===== config.mk =====
export PLATFORM = sky130hd
export DESIGN_NAME = cid_device_flat
export DESIGN_NICKNAME = d
export VERILOG_FILES = /design/src/inc/cid_pkg.sv /design/src/inc/cid_if.sv /design/src/verilog/cid_sync.sv /design/src/verilog/cid_device.sv /design/src/flat_wrapper.sv
export VERILOG_INCLUDE_DIRS = /design/src /design/src/inc
export SDC_FILE = /design/constraint.sdc
export NUM_CORES = 1
export LEC_CHECK = 0
export ABC_AREA = 1
export CAP_MARGIN = 20
export CORE_MARGIN = 1
export CORE_UTILIZATION = 25
export DETAILED_ROUTE_END_ITERATION = 12
export DONT_BUFFER_PORTS = 1
export GPL_TIMING_DRIVEN = 0
export PLACE_DENSITY_LB_ADDON = 0.12
export SLEW_MARGIN = 10
export SYNTH_ARGS = -nofsm -noshare
export SYNTH_HDL_FRONTEND = slang
export SYNTH_SLANG_ARGS = --single-unit

===== constraint.sdc =====
create_clock -name clk -period 3.2 [get_ports clk]
set_input_delay 0.96 -clock clk [delete_from_list [all_inputs] [get_ports clk]]
set_output_delay 0.96 -clock clk [all_outputs]
set_load 0.05 [all_outputs]

===== src/inc/cid_params.svh =====
// Constants for the command input dispatcher
`ifndef CID_PARAMS_SVH
`define CID_PARAMS_SVH
`define CID_NUM_IN        4
`define CID_NUM_OUT       2
`define CID_FN_DIFF_CLR   4'h1
`define CID_FN_DIRECTION  4'h3
`define CID_FN_EDGE_NUDGE 4'h5
`define CID_FN_NUDGE_UP   4'h7
`define CID_FN_NUDGE_DOWN 4'h8
`define CID_FN_HOLD_ZERO  4'hb
`define CID_CODE_HOLD_ZERO  8'h36
`define CID_CODE_DIRECTION  8'h3a
`define CID_CODE_DIFF_CLR   8'h3c
`define CID_CODE_EDGE_NUDGE 8'h3d
`define CID_CODE_NUDGE_UP   8'h41
`define CID_CODE_NUDGE_DOWN 8'h42
`define CID_ADDR_DIRECTION  16'hff00
`define CID_ADDR_HOLD_ZERO  16'hff02
`define CID_ADDR_DIFF_CLR   16'hff04
`define CID_ADDR_EDGE_NUDGE 16'hff0a
`define CID_ADDR_NUDGE_UP   16'hff0c
`define CID_ADDR_NUDGE_DOWN 16'hff0e
`define CID_ADDR_IN_STATE   16'hff20
`define CID_ADDR_TALLY      16'hff22
`define CID_ADDR_DIFF_CNT   16'hff24
`define CID_ADDR_NUDGE_IVL  16'hff26
`define CID_ADDR_NUDGE_CNT  16'hff28
`define CID_ADDR_CFG        16'hff2a
`define CID_ADDR_IN_FN      16'hff2c
`define CID_ADDR_OUT_SRC    16'hff2e
`define CID_TALLY_POS       8'h04
`define CID_SRC_DIRECTION   4'h3
`define CID_SRC_HOLD_ZERO   4'h4
`define CID_LOOP_NS         1000
`define CID_CLK_NS          5
`define CID_LOOP_CYC        ((`CID_LOOP_NS + `CID_CLK_NS - 1) / `CID_CLK_NS)
`endif


===== src/inc/cid_pkg.sv =====
// Types for the command input dispatcher
package cid_pkg;
  typedef enum logic [1:0] {
    CID_IDLE  = 2'b00,
    CID_WRITE = 2'b01,
    CID_READ  = 2'b11,
    CID_WAIT  = 2'b10
  } cid_host_state_t;
  typedef struct packed {
    logic hold_zero;
    logic direction;
    logic diff_clr;
    logic edge_nudge;
    logic nudge_up;
    logic nudge_down;
  } cid_cmd_t;
endpackage


===== src/inc/cid_if.sv =====
// Register link between controller and dispatcher
`timescale 1ns/1ps
`default_nettype none
interface cid_if;
  logic [15:0] addr;
  logic [15:0] wdata;
  logic        wr;
  logic        rd;
  logic [15:0] rdata;
  logic [7:0]  code;
  logic        code_val;
  logic        code_wr;
  modport dev  (input addr, wdata, wr, rd, code, code_val, code_wr, output rdata);
  modport host (output addr, wdata, wr, rd, code, code_val, code_wr, input rdata);
endinterface
`default_nettype wire


===== src/verilog/cid_sync.sv =====
// Two-flop synchroniser bank for control inputs
`timescale 1ns/1ps
`default_nettype none
module cid_sync #(
  parameter int W = 4
) (
  input  wire logic         clk,
  input  wire logic         sys_rst,
  input  wire logic [W-1:0] async_in,
  output logic      [W-1:0] sync_out
);
  logic [W-1:0] meta_reg;
  genvar g;
  generate
    for (g = 0; g < W; g++) begin : g_bit
      always_ff @(posedge clk) begin
        if (sys_rst) begin
          meta_reg[g] <= 1'b0;
          sync_out[g] <= 1'b0;
        end else begin
          meta_reg[g] <= async_in[g];
          sync_out[g] <= meta_reg[g];
        end
      end
    end
  endgenerate
endmodule // cid_sync
`default_nettype wire


===== src/verilog/cid_device.sv =====
// Command dispatcher: control inputs and register commands to command flags
//
// The implementer's own choice: the plain strobed port.
`timescale 1ns/1ps
`default_nettype none
`include "cid_params.svh"
module cid_device
  import cid_pkg::*;
(
  input  wire logic                   clk,
  input  wire logic                   sys_rst,
  cid_if.dev                          bus,
  input  wire logic [`CID_NUM_IN-1:0] ctrl_in,
  output logic                        freq_zero,
  output logic                        phase_reverse,
  output logic                        ref_clear,
  output logic                        jog_clear,
  output logic [`CID_NUM_OUT-1:0]     ctrl_out
);
  logic [`CID_NUM_IN-1:0] in_sync;
  logic [15:0]            tally_reg;
  logic [15:0]            diff_cnt_reg;
  logic [15:0]            nudge_ivl_reg;
  logic [15:0]            nudge_cnt_reg;
  logic [15:0]            cfg_reg;
  logic [15:0]            in_fn_reg;
  logic [7:0]             out_src_reg;
  logic [15:0]            rdata_reg;
  cid_cmd_t               sw_reg;
  cid_cmd_t               cmd;
  cid_cmd_t               cmd_prev_reg;
  logic [15:0]            loop_cnt_reg;
  logic [15:0]            ivl_cnt_reg;
  logic                   loop_tick;
  logic                   trim_step;
  logic [`CID_NUM_IN-1:0] in_active;

  cid_sync #(.W(`CID_NUM_IN)) u_sync (
    .clk      (clk),
    .sys_rst  (sys_rst),
    .async_in (ctrl_in),
    .sync_out (in_sync)
  );

  // Any input assigned to the given function and active
  function automatic logic fn_hit(input logic [`CID_NUM_IN-1:0] act,
                                  input logic [15:0] fns, input logic [3:0] fn);
    logic r;
    r = 1'b0;
    for (int i = 0; i < `CID_NUM_IN; i++) begin
      if (act[i] && fns[i*4 +: 4] == fn) begin
        r = 1'b1;
      end
    end
    return r;
  endfunction

  // Output source decode with inversion
  function automatic logic out_drive(input logic [3:0] src, input logic inv,
                                     input cid_cmd_t c);
    logic v;
    v = 1'b0;
    if (src == `CID_SRC_HOLD_ZERO) begin
      v = c.hold_zero;
    end else if (src == `CID_SRC_DIRECTION) begin
      v = c.direction;
    end
    return v ^ inv;
  endfunction

  // Polarity: cfg bit i selects active-high input i
  assign in_active = in_sync ~^ cfg_reg[`CID_NUM_IN-1:0];

  always_comb begin
    cmd.hold_zero  = sw_reg.hold_zero  | fn_hit(in_active, in_fn_reg, `CID_FN_HOLD_ZERO);
    cmd.direction  = sw_reg.direction  | fn_hit(in_active, in_fn_reg, `CID_FN_DIRECTION);
    cmd.diff_clr   = sw_reg.diff_clr   | fn_hit(in_active, in_fn_reg, `CID_FN_DIFF_CLR);
    cmd.edge_nudge = sw_reg.edge_nudge | fn_hit(in_active, in_fn_reg, `CID_FN_EDGE_NUDGE);
    cmd.nudge_up   = sw_reg.nudge_up   | fn_hit(in_active, in_fn_reg, `CID_FN_NUDGE_UP);
    cmd.nudge_down = sw_reg.nudge_down | fn_hit(in_active, in_fn_reg, `CID_FN_NUDGE_DOWN);
  end

  // Software command flags from register or code writes
  always_ff @(posedge clk) begin
    if (sys_rst) begin
      sw_reg <= '0;
    end else if (bus.wr) begin
      case (bus.addr)
        `CID_ADDR_HOLD_ZERO:  sw_reg.hold_zero  <= bus.wdata[0];
        `CID_ADDR_DIRECTION:  sw_reg.direction  <= bus.wdata[0];
        `CID_ADDR_DIFF_CLR:   sw_reg.diff_clr   <= bus.wdata[0];
        `CID_ADDR_EDGE_NUDGE: sw_reg.edge_nudge <= bus.wdata[0];
        `CID_ADDR_NUDGE_UP:   sw_reg.nudge_up   <= bus.wdata[0];
        `CID_ADDR_NUDGE_DOWN: sw_reg.nudge_down <= bus.wdata[0];
        default: ;
      endcase
    end else if (bus.code_wr) begin
      case (bus.code)
        `CID_CODE_HOLD_ZERO:  sw_reg.hold_zero  <= bus.code_val;
        `CID_CODE_DIRECTION:  sw_reg.direction  <= bus.code_val;
        `CID_CODE_DIFF_CLR:   sw_reg.diff_clr   <= bus.code_val;
        `CID_CODE_EDGE_NUDGE: sw_reg.edge_nudge <= bus.code_val;
        `CID_CODE_NUDGE_UP:   sw_reg.nudge_up   <= bus.code_val;
        `CID_CODE_NUDGE_DOWN: sw_reg.nudge_down <= bus.code_val;
        default: ;
      endcase
    end
  end

  // Configuration registers
  always_ff @(posedge clk) begin
    if (sys_rst) begin
      nudge_ivl_reg <= '0;
      nudge_cnt_reg <= 16'h0001;
      cfg_reg       <= '0;
      in_fn_reg     <= '0;
      out_src_reg   <= '0;
    end else if (bus.wr) begin
      case (bus.addr)
        `CID_ADDR_NUDGE_IVL: nudge_ivl_reg <= bus.wdata;
        `CID_ADDR_NUDGE_CNT: nudge_cnt_reg <= bus.wdata;
        `CID_ADDR_CFG:       cfg_reg       <= bus.wdata;
        `CID_ADDR_IN_FN:     in_fn_reg     <= bus.wdata;
        `CID_ADDR_OUT_SRC:   out_src_reg   <= bus.wdata[7:0];
        default: ;
      endcase
    end
  end

  // Control loop tick
  assign loop_tick = (loop_cnt_reg == 16'(`CID_LOOP_CYC - 1));
  always_ff @(posedge clk) begin
    if (sys_rst || loop_tick) begin
      loop_cnt_reg <= '0;
    end else begin
      loop_cnt_reg <= loop_cnt_reg + 16'h0001;
    end
  end

  // Trim spacing in loop iterations
  // Exactly one trim direction active, else no step at all
  assign trim_step = loop_tick && (cmd.nudge_up ^ cmd.nudge_down)
                     && (ivl_cnt_reg >= nudge_ivl_reg);
  always_ff @(posedge clk) begin
    if (sys_rst || !(cmd.nudge_up ^ cmd.nudge_down)) begin
      ivl_cnt_reg <= '0;
    end else if (loop_tick) begin
      ivl_cnt_reg <= trim_step ? 16'h0000 : ivl_cnt_reg + 16'h0001;
    end
  end

  always_ff @(posedge clk) begin
    if (sys_rst) begin
      cmd_prev_reg <= '0;
    end else begin
      cmd_prev_reg <= cmd;
    end
  end

  // Differential counter
  always_ff @(posedge clk) begin
    if (sys_rst) begin
      diff_cnt_reg <= '0;
    end else if (cmd.diff_clr && !cmd_prev_reg.diff_clr) begin
      diff_cnt_reg <= '0;
    end else if (!cmd.edge_nudge && cmd_prev_reg.edge_nudge) begin
      diff_cnt_reg <= diff_cnt_reg + nudge_cnt_reg;
    end else if (trim_step) begin
      diff_cnt_reg <= cmd.nudge_up ? diff_cnt_reg + 16'h0001
                                   : diff_cnt_reg - 16'h0001;
    end
  end

  // Trim tally
  always_ff @(posedge clk) begin
    if (sys_rst) begin
      tally_reg <= '0;
    end else if (cmd.diff_clr && !cmd_prev_reg.diff_clr && cfg_reg[8]) begin
      tally_reg <= '0;
    end else if (trim_step) begin
      tally_reg <= cmd.nudge_up ? tally_reg + 16'h0001 : tally_reg - 16'h0001;
    end
  end

  // Read port
  always_ff @(posedge clk) begin
    if (sys_rst) begin
      rdata_reg <= '0;
    end else if (bus.rd) begin
      case (bus.addr)
        `CID_ADDR_IN_STATE:   rdata_reg <= {12'h000, in_sync};
        `CID_ADDR_TALLY:      rdata_reg <= tally_reg;
        `CID_ADDR_DIFF_CNT:   rdata_reg <= diff_cnt_reg;
        `CID_ADDR_NUDGE_IVL:  rdata_reg <= nudge_ivl_reg;
        `CID_ADDR_NUDGE_CNT:  rdata_reg <= nudge_cnt_reg;
        `CID_ADDR_CFG:        rdata_reg <= cfg_reg;
        `CID_ADDR_IN_FN:      rdata_reg <= in_fn_reg;
        `CID_ADDR_OUT_SRC:    rdata_reg <= {8'h00, out_src_reg};
        `CID_ADDR_HOLD_ZERO:  rdata_reg <= {15'h0000, cmd.hold_zero};
        `CID_ADDR_DIRECTION:  rdata_reg <= {15'h0000, cmd.direction};
        `CID_ADDR_DIFF_CLR:   rdata_reg <= {15'h0000, cmd.diff_clr};
        `CID_ADDR_EDGE_NUDGE: rdata_reg <= {15'h0000, cmd.edge_nudge};
        `CID_ADDR_NUDGE_UP:   rdata_reg <= {15'h0000, cmd.nudge_up};
        `CID_ADDR_NUDGE_DOWN: rdata_reg <= {15'h0000, cmd.nudge_down};
        default:              rdata_reg <= '0;
      endcase
    end else begin
      rdata_reg <= '0;
    end
  end
  assign bus.rdata = rdata_reg;

  // Command outputs
  always_ff @(posedge clk) begin
    if (sys_rst) begin
      freq_zero     <= 1'b0;
      phase_reverse <= 1'b0;
      ref_clear     <= 1'b0;
      jog_clear     <= 1'b0;
    end else begin
      freq_zero     <= cmd.hold_zero;
      phase_reverse <= cmd.direction;
      ref_clear     <= cmd.hold_zero && !cmd_prev_reg.hold_zero;
      jog_clear     <= cmd.hold_zero && !cmd_prev_reg.hold_zero;
    end
  end

  genvar k;
  generate
    for (k = 0; k < `CID_NUM_OUT; k++) begin : g_out
      always_ff @(posedge clk) begin
        if (sys_rst) begin
          ctrl_out[k] <= 1'b0;
        end else begin
          ctrl_out[k] <= out_drive(out_src_reg[k*4 +: 4], cfg_reg[12+k], cmd);
        end
      end
    end
  endgenerate
endmodule // cid_device
`default_nettype wire


===== src/flat_wrapper.sv =====
// flat-port wrapper written by rule: the top's interface ports become plain ports
module cid_device_flat import cid_pkg::*;
  (clk, sys_rst, ctrl_in, freq_zero, phase_reverse, ref_clear, jog_clear, ctrl_out, bus_addr, bus_wdata, bus_wr, bus_rd, bus_code, bus_code_val, bus_code_wr, bus_rdata);
  cid_if bus_i ();
  input  wire logic clk;
  input  wire logic sys_rst;
  input  wire logic [`CID_NUM_IN-1:0] ctrl_in;
  output logic freq_zero;
  output logic phase_reverse;
  output logic ref_clear;
  output logic jog_clear;
  output logic [`CID_NUM_OUT-1:0] ctrl_out;
  input wire logic [$bits(bus_i.addr)-1:0] bus_addr;
  input wire logic [$bits(bus_i.wdata)-1:0] bus_wdata;
  input wire logic [$bits(bus_i.wr)-1:0] bus_wr;
  input wire logic [$bits(bus_i.rd)-1:0] bus_rd;
  input wire logic [$bits(bus_i.code)-1:0] bus_code;
  input wire logic [$bits(bus_i.code_val)-1:0] bus_code_val;
  input wire logic [$bits(bus_i.code_wr)-1:0] bus_code_wr;
  output wire logic [$bits(bus_i.rdata)-1:0] bus_rdata;
  assign bus_i.addr = bus_addr;
  assign bus_i.wdata = bus_wdata;
  assign bus_i.wr = bus_wr;
  assign bus_i.rd = bus_rd;
  assign bus_i.code = bus_code;
  assign bus_i.code_val = bus_code_val;
  assign bus_i.code_wr = bus_code_wr;
  assign bus_rdata = bus_i.rdata;
  cid_device u_core (.clk(clk), .sys_rst(sys_rst), .bus(bus_i), .ctrl_in(ctrl_in), .freq_zero(freq_zero), .phase_reverse(phase_reverse), .ref_clear(ref_clear), .jog_clear(jog_clear), .ctrl_out(ctrl_out));
endmodule

==> flow_summary.ini <==
[global_route]
grt-ovfl-total = 0
grt_max_degree = 19
gr-usage-all-layers = 0.182
grtUsageMet2 = 0.287
grt_pass1_vias = 9165
grt_first_pass_wirelength_mm = 53.7
grtUsageMet1 = 0.251
use_met3 = 0.0334
antenna_found_initial = 1
busiest_layer = met2

[timing]
setup_viol = 0
worst_slack_ns = 0.203
min_period_over_period = 0.937
clock_skew_ns = 0.0162
slew_violations = 0
worstMarginPinSlew_ns = 0.727
final.setup.tns_ns = 0
finalCriticalPeriod_ns = 3.00
rsz0062_at_grt = yes
hold_viol = 0
holdWs_ns = 0.398
max_freq_ghz = 0.334
relSlewSlack = 0.515

[synthesis]
ys_types = 43
synth_area_per_cell_um2 = 6.80
synth_edf_count = 0
synth-async-reset-ratio = 0
synth_nets = 1541
synth_top_cell_area_share = 0.353
yosysWarnings = 0
syn_inst = 1442
synth_ff_type = dfxtp_1
synthTopCellsByArea = dfxtp_1 (35%), nand2_1 (9.3%), inv_1 (8.5%)
synth-seq-area-share = 0.353
synth_seq_cells = 173
synth_area_um2 = 9810
synth_area_leader_cell = dfxtp_1

[floorplanning]
core_area_um2 = 38600
initial_core_util = 0.254
die_y_um = 200
rows = 72
dieArea_um2 = 40000
ios = 72
die_x_um = 200

[worst_setup_path]
worstPathRequired_ns = 3.54
reg2reg_to = u_core.diff_cnt_reg[11]$_SDFFE_PP0P_
critPathArrivalTime_ns = 3.34
reg2reg_setup_slack_ns = 0.20
critPathKind = flip-flop to flip-flop
reg2regPathDepth = 19
crit_fanout = 10
end_kind = flip-flop
r2r_start = u_core.in_fn_reg[10]$_SDFFE_PP0P_
start_kind = flip-flop

[clock_network]
cts_root_buf = clkbuf_16
clock_latency_ns = 0.46
clk_pin_slew_ns = 0.07
tritoncts = done
htreeDepth = 4
numCtsBuffers = 17
ctsHoldBuffers = 0
cts_max_path_buffers = 2
cts_num_sinks = 173

[final_layout]
layout.nets = 1567
layout-area-overhead-vs-synth_pct = 13.7
fin_area_um2 = 11200
drive_gt1_frac = 0.0662
diodes = 0

[job]
maxCapViolCount = 0

[detailed_routing]
drt_pre_antenna_iters = 5
detail-route-antenna-nets = 0
drc = 0
first_iter_violations = 538
vias_per_cell = 4.72
vias = 9429
wl_per_cell_um = 17.6
routed_wl_mm = 35.1

[power_and_ir_drop]
p_comb_frac = 0.029
p_sw_frac = 0.252
power.switching_mw = 1.09
power_leakage_nw = 4.47
p_clk_frac = 0.472
peakVddDrop_mv = 0.391
pwr-share-seq = 0.498
total_power_mw = 4.34
p_int_mw = 3.25
powerDensity_nw_per_um2 = 390

[hold_path]
min_delay_path_depth = 2
hold_class = flip-flop to flip-flop
min_to = u_core.u_sync.sync_out[3]$_SDFF_PP0_
min-delay-start = u_core.u_sync.meta_reg[3]$_SDFF_PP0_

[place]
placed_cell_area_um2 = 10500
portBuffers = 0
post-place-ws_ns = -0.576
globalplace.congestion = 0.841
dp_hpwl_mm = 27.8

[outcome]
status = finished clean
## worst max path at each step
stage                                         start                              endpoint  slack [ns]
5_1_grt        u_core.u_sync.sync_out[2]$_SDFF_PP0_  u_core.diff_cnt_reg[15]$_SDFFE_PP0P_       -0.12
2_1_floorplan        u_core.cfg_reg[3]$_SDFFE_PP0P_  u_core.diff_cnt_reg[11]$_SDFFE_PP0P_        0.45
3_5_place_dp   u_core.u_sync.sync_out[3]$_SDFF_PP0_  u_core.diff_cnt_reg[11]$_SDFFE_PP0P_       -0.58
3_3_place_gp   u_core.u_sync.sync_out[3]$_SDFF_PP0_  u_core.diff_cnt_reg[11]$_SDFFE_PP0P_       -0.57
4_1_cts              u_core.cfg_reg[2]$_SDFFE_PP0P_  u_core.diff_cnt_reg[11]$_SDFFE_PP0P_        0.01
6_report          u_core.in_fn_reg[10]$_SDFFE_PP0P_  u_core.diff_cnt_reg[11]$_SDFFE_PP0P_        0.20
## metrics by stage
stage / utilization / cells
after floorplan: - / 1442
after global placement: 0.271 / 1960
after detailed placement: 0.271 / 1960
after CTS: 0.286 / 1993
after global routing: 0.289 / 1999
final: 0.289 / 1999
## repair_timing
| action | 4_1_cts | 5_1_grt |
|---|---|---|
| hold endpoints to repair | 0 | 0 |
| pin swaps | 1 | 4 |
| setup buffers | 1 | 6 |
| cloned | 0 | 0 |
| endpoints found under the setup margin | 12 | 13 |
| gates resized for setup | 7 | 28 |
## metal layers
metal	wire length (um)	part of all wire
met5	0	0
met4	592	0.017
met3	1710	0.049
met2	15600	0.45
met1	17200	0.49
## logic make-up after synthesis
group                    Yosys count  share of synthesized area
AND/OR/NAND/NOR                  594                      0.262
XOR/XNOR                          31                     0.0277
adder cells (fa/ha/maj)           49                     0.0640
flip-flops                       173                      0.353
AO/OA/AOI/OAI                    325                      0.185
buffers and inverters            270                      0.108
## cell type report
type                       count  area (um^2)
fill                        4282        27500
multi-input combinational    999         5350
sequential                   173         3470
inverter                     228          856
tap                          518          648
clock buffer                  21          470
buffer                        42          213
clock inverter                11         86.3
timing repair buffer           7         65.1
## power groups by stage
stage / clock network, mW / logic (mW) / registers [mW]
2_1_floorplan: 0 / 0.0797 / 2.21
3_3_place_gp: 0 / 0.128 / 2.21
3_5_place_dp: 0 / 0.128 / 2.21
4_1_cts: 2.10 / 0.128 / 2.16
5_1_grt: 2.20 / 0.143 / 2.16
6_report: 2.05 / 0.128 / 2.16
## synthesized netlist by cell type (all sizes together), types with 2 or more instances
cell	number
a211oi	19
inv	225
xnor2	11
fa	2
o22ai	21
nor2	186
o221ai	8
xor2	20
buf	18
nand3	70
nor3b	7
nand2	248
and2	2
ha	47
a31oi	5
a21boi	2
and3	2
nor3	41
o21a	2
nor4	5
nand3b	2
o21bai	5
o21ai	116
o2111ai	8
clkbuf	24
a21oi	133
dfxtp	173
nand4	31
clkinv	3
a21o	4
## cell usage in the layout (no fill, tap or decap), drive strengths merged, types with 4 or more instances in the layout
cell type  instances
xor2              20
o21ai            116
clkinv             8
a211oi            19
nor2             186
inv              227
a21o               4
o2111ai            8
a21oi            133
nor4               5
o22ai             21
ha                47
clkinvlp           4
nor3              41
o221ai             8
buf               26
nand4             31
dfxtp            173
o21bai             5
clkbuf            44
nand2            248
xnor2             11
nor3b              7
nand3             70
a31oi              5
## worst max-delay path, cell delays in order (launching register included)
cell,delay [ns]
dfxtp_1,0.33
inv_1,0.08
nor2_1,0.15
nand4_1,0.14
nand2_2,0.13
inv_1,0.05
nand2_1,0.13
nand2_4,0.11
buf_4,0.18
o21ai_1,0.09
inv_1,0.07
ha_1,0.33
a21oi_1,0.16
nand2_1,0.12
nand3_1,0.09
nand2_1,0.13
a21oi_2,0.20
o21ai_0,0.13
xnor2_1,0.17
a21oi_1,0.08
Note: power is estimated with default switching activity, not from simulation.
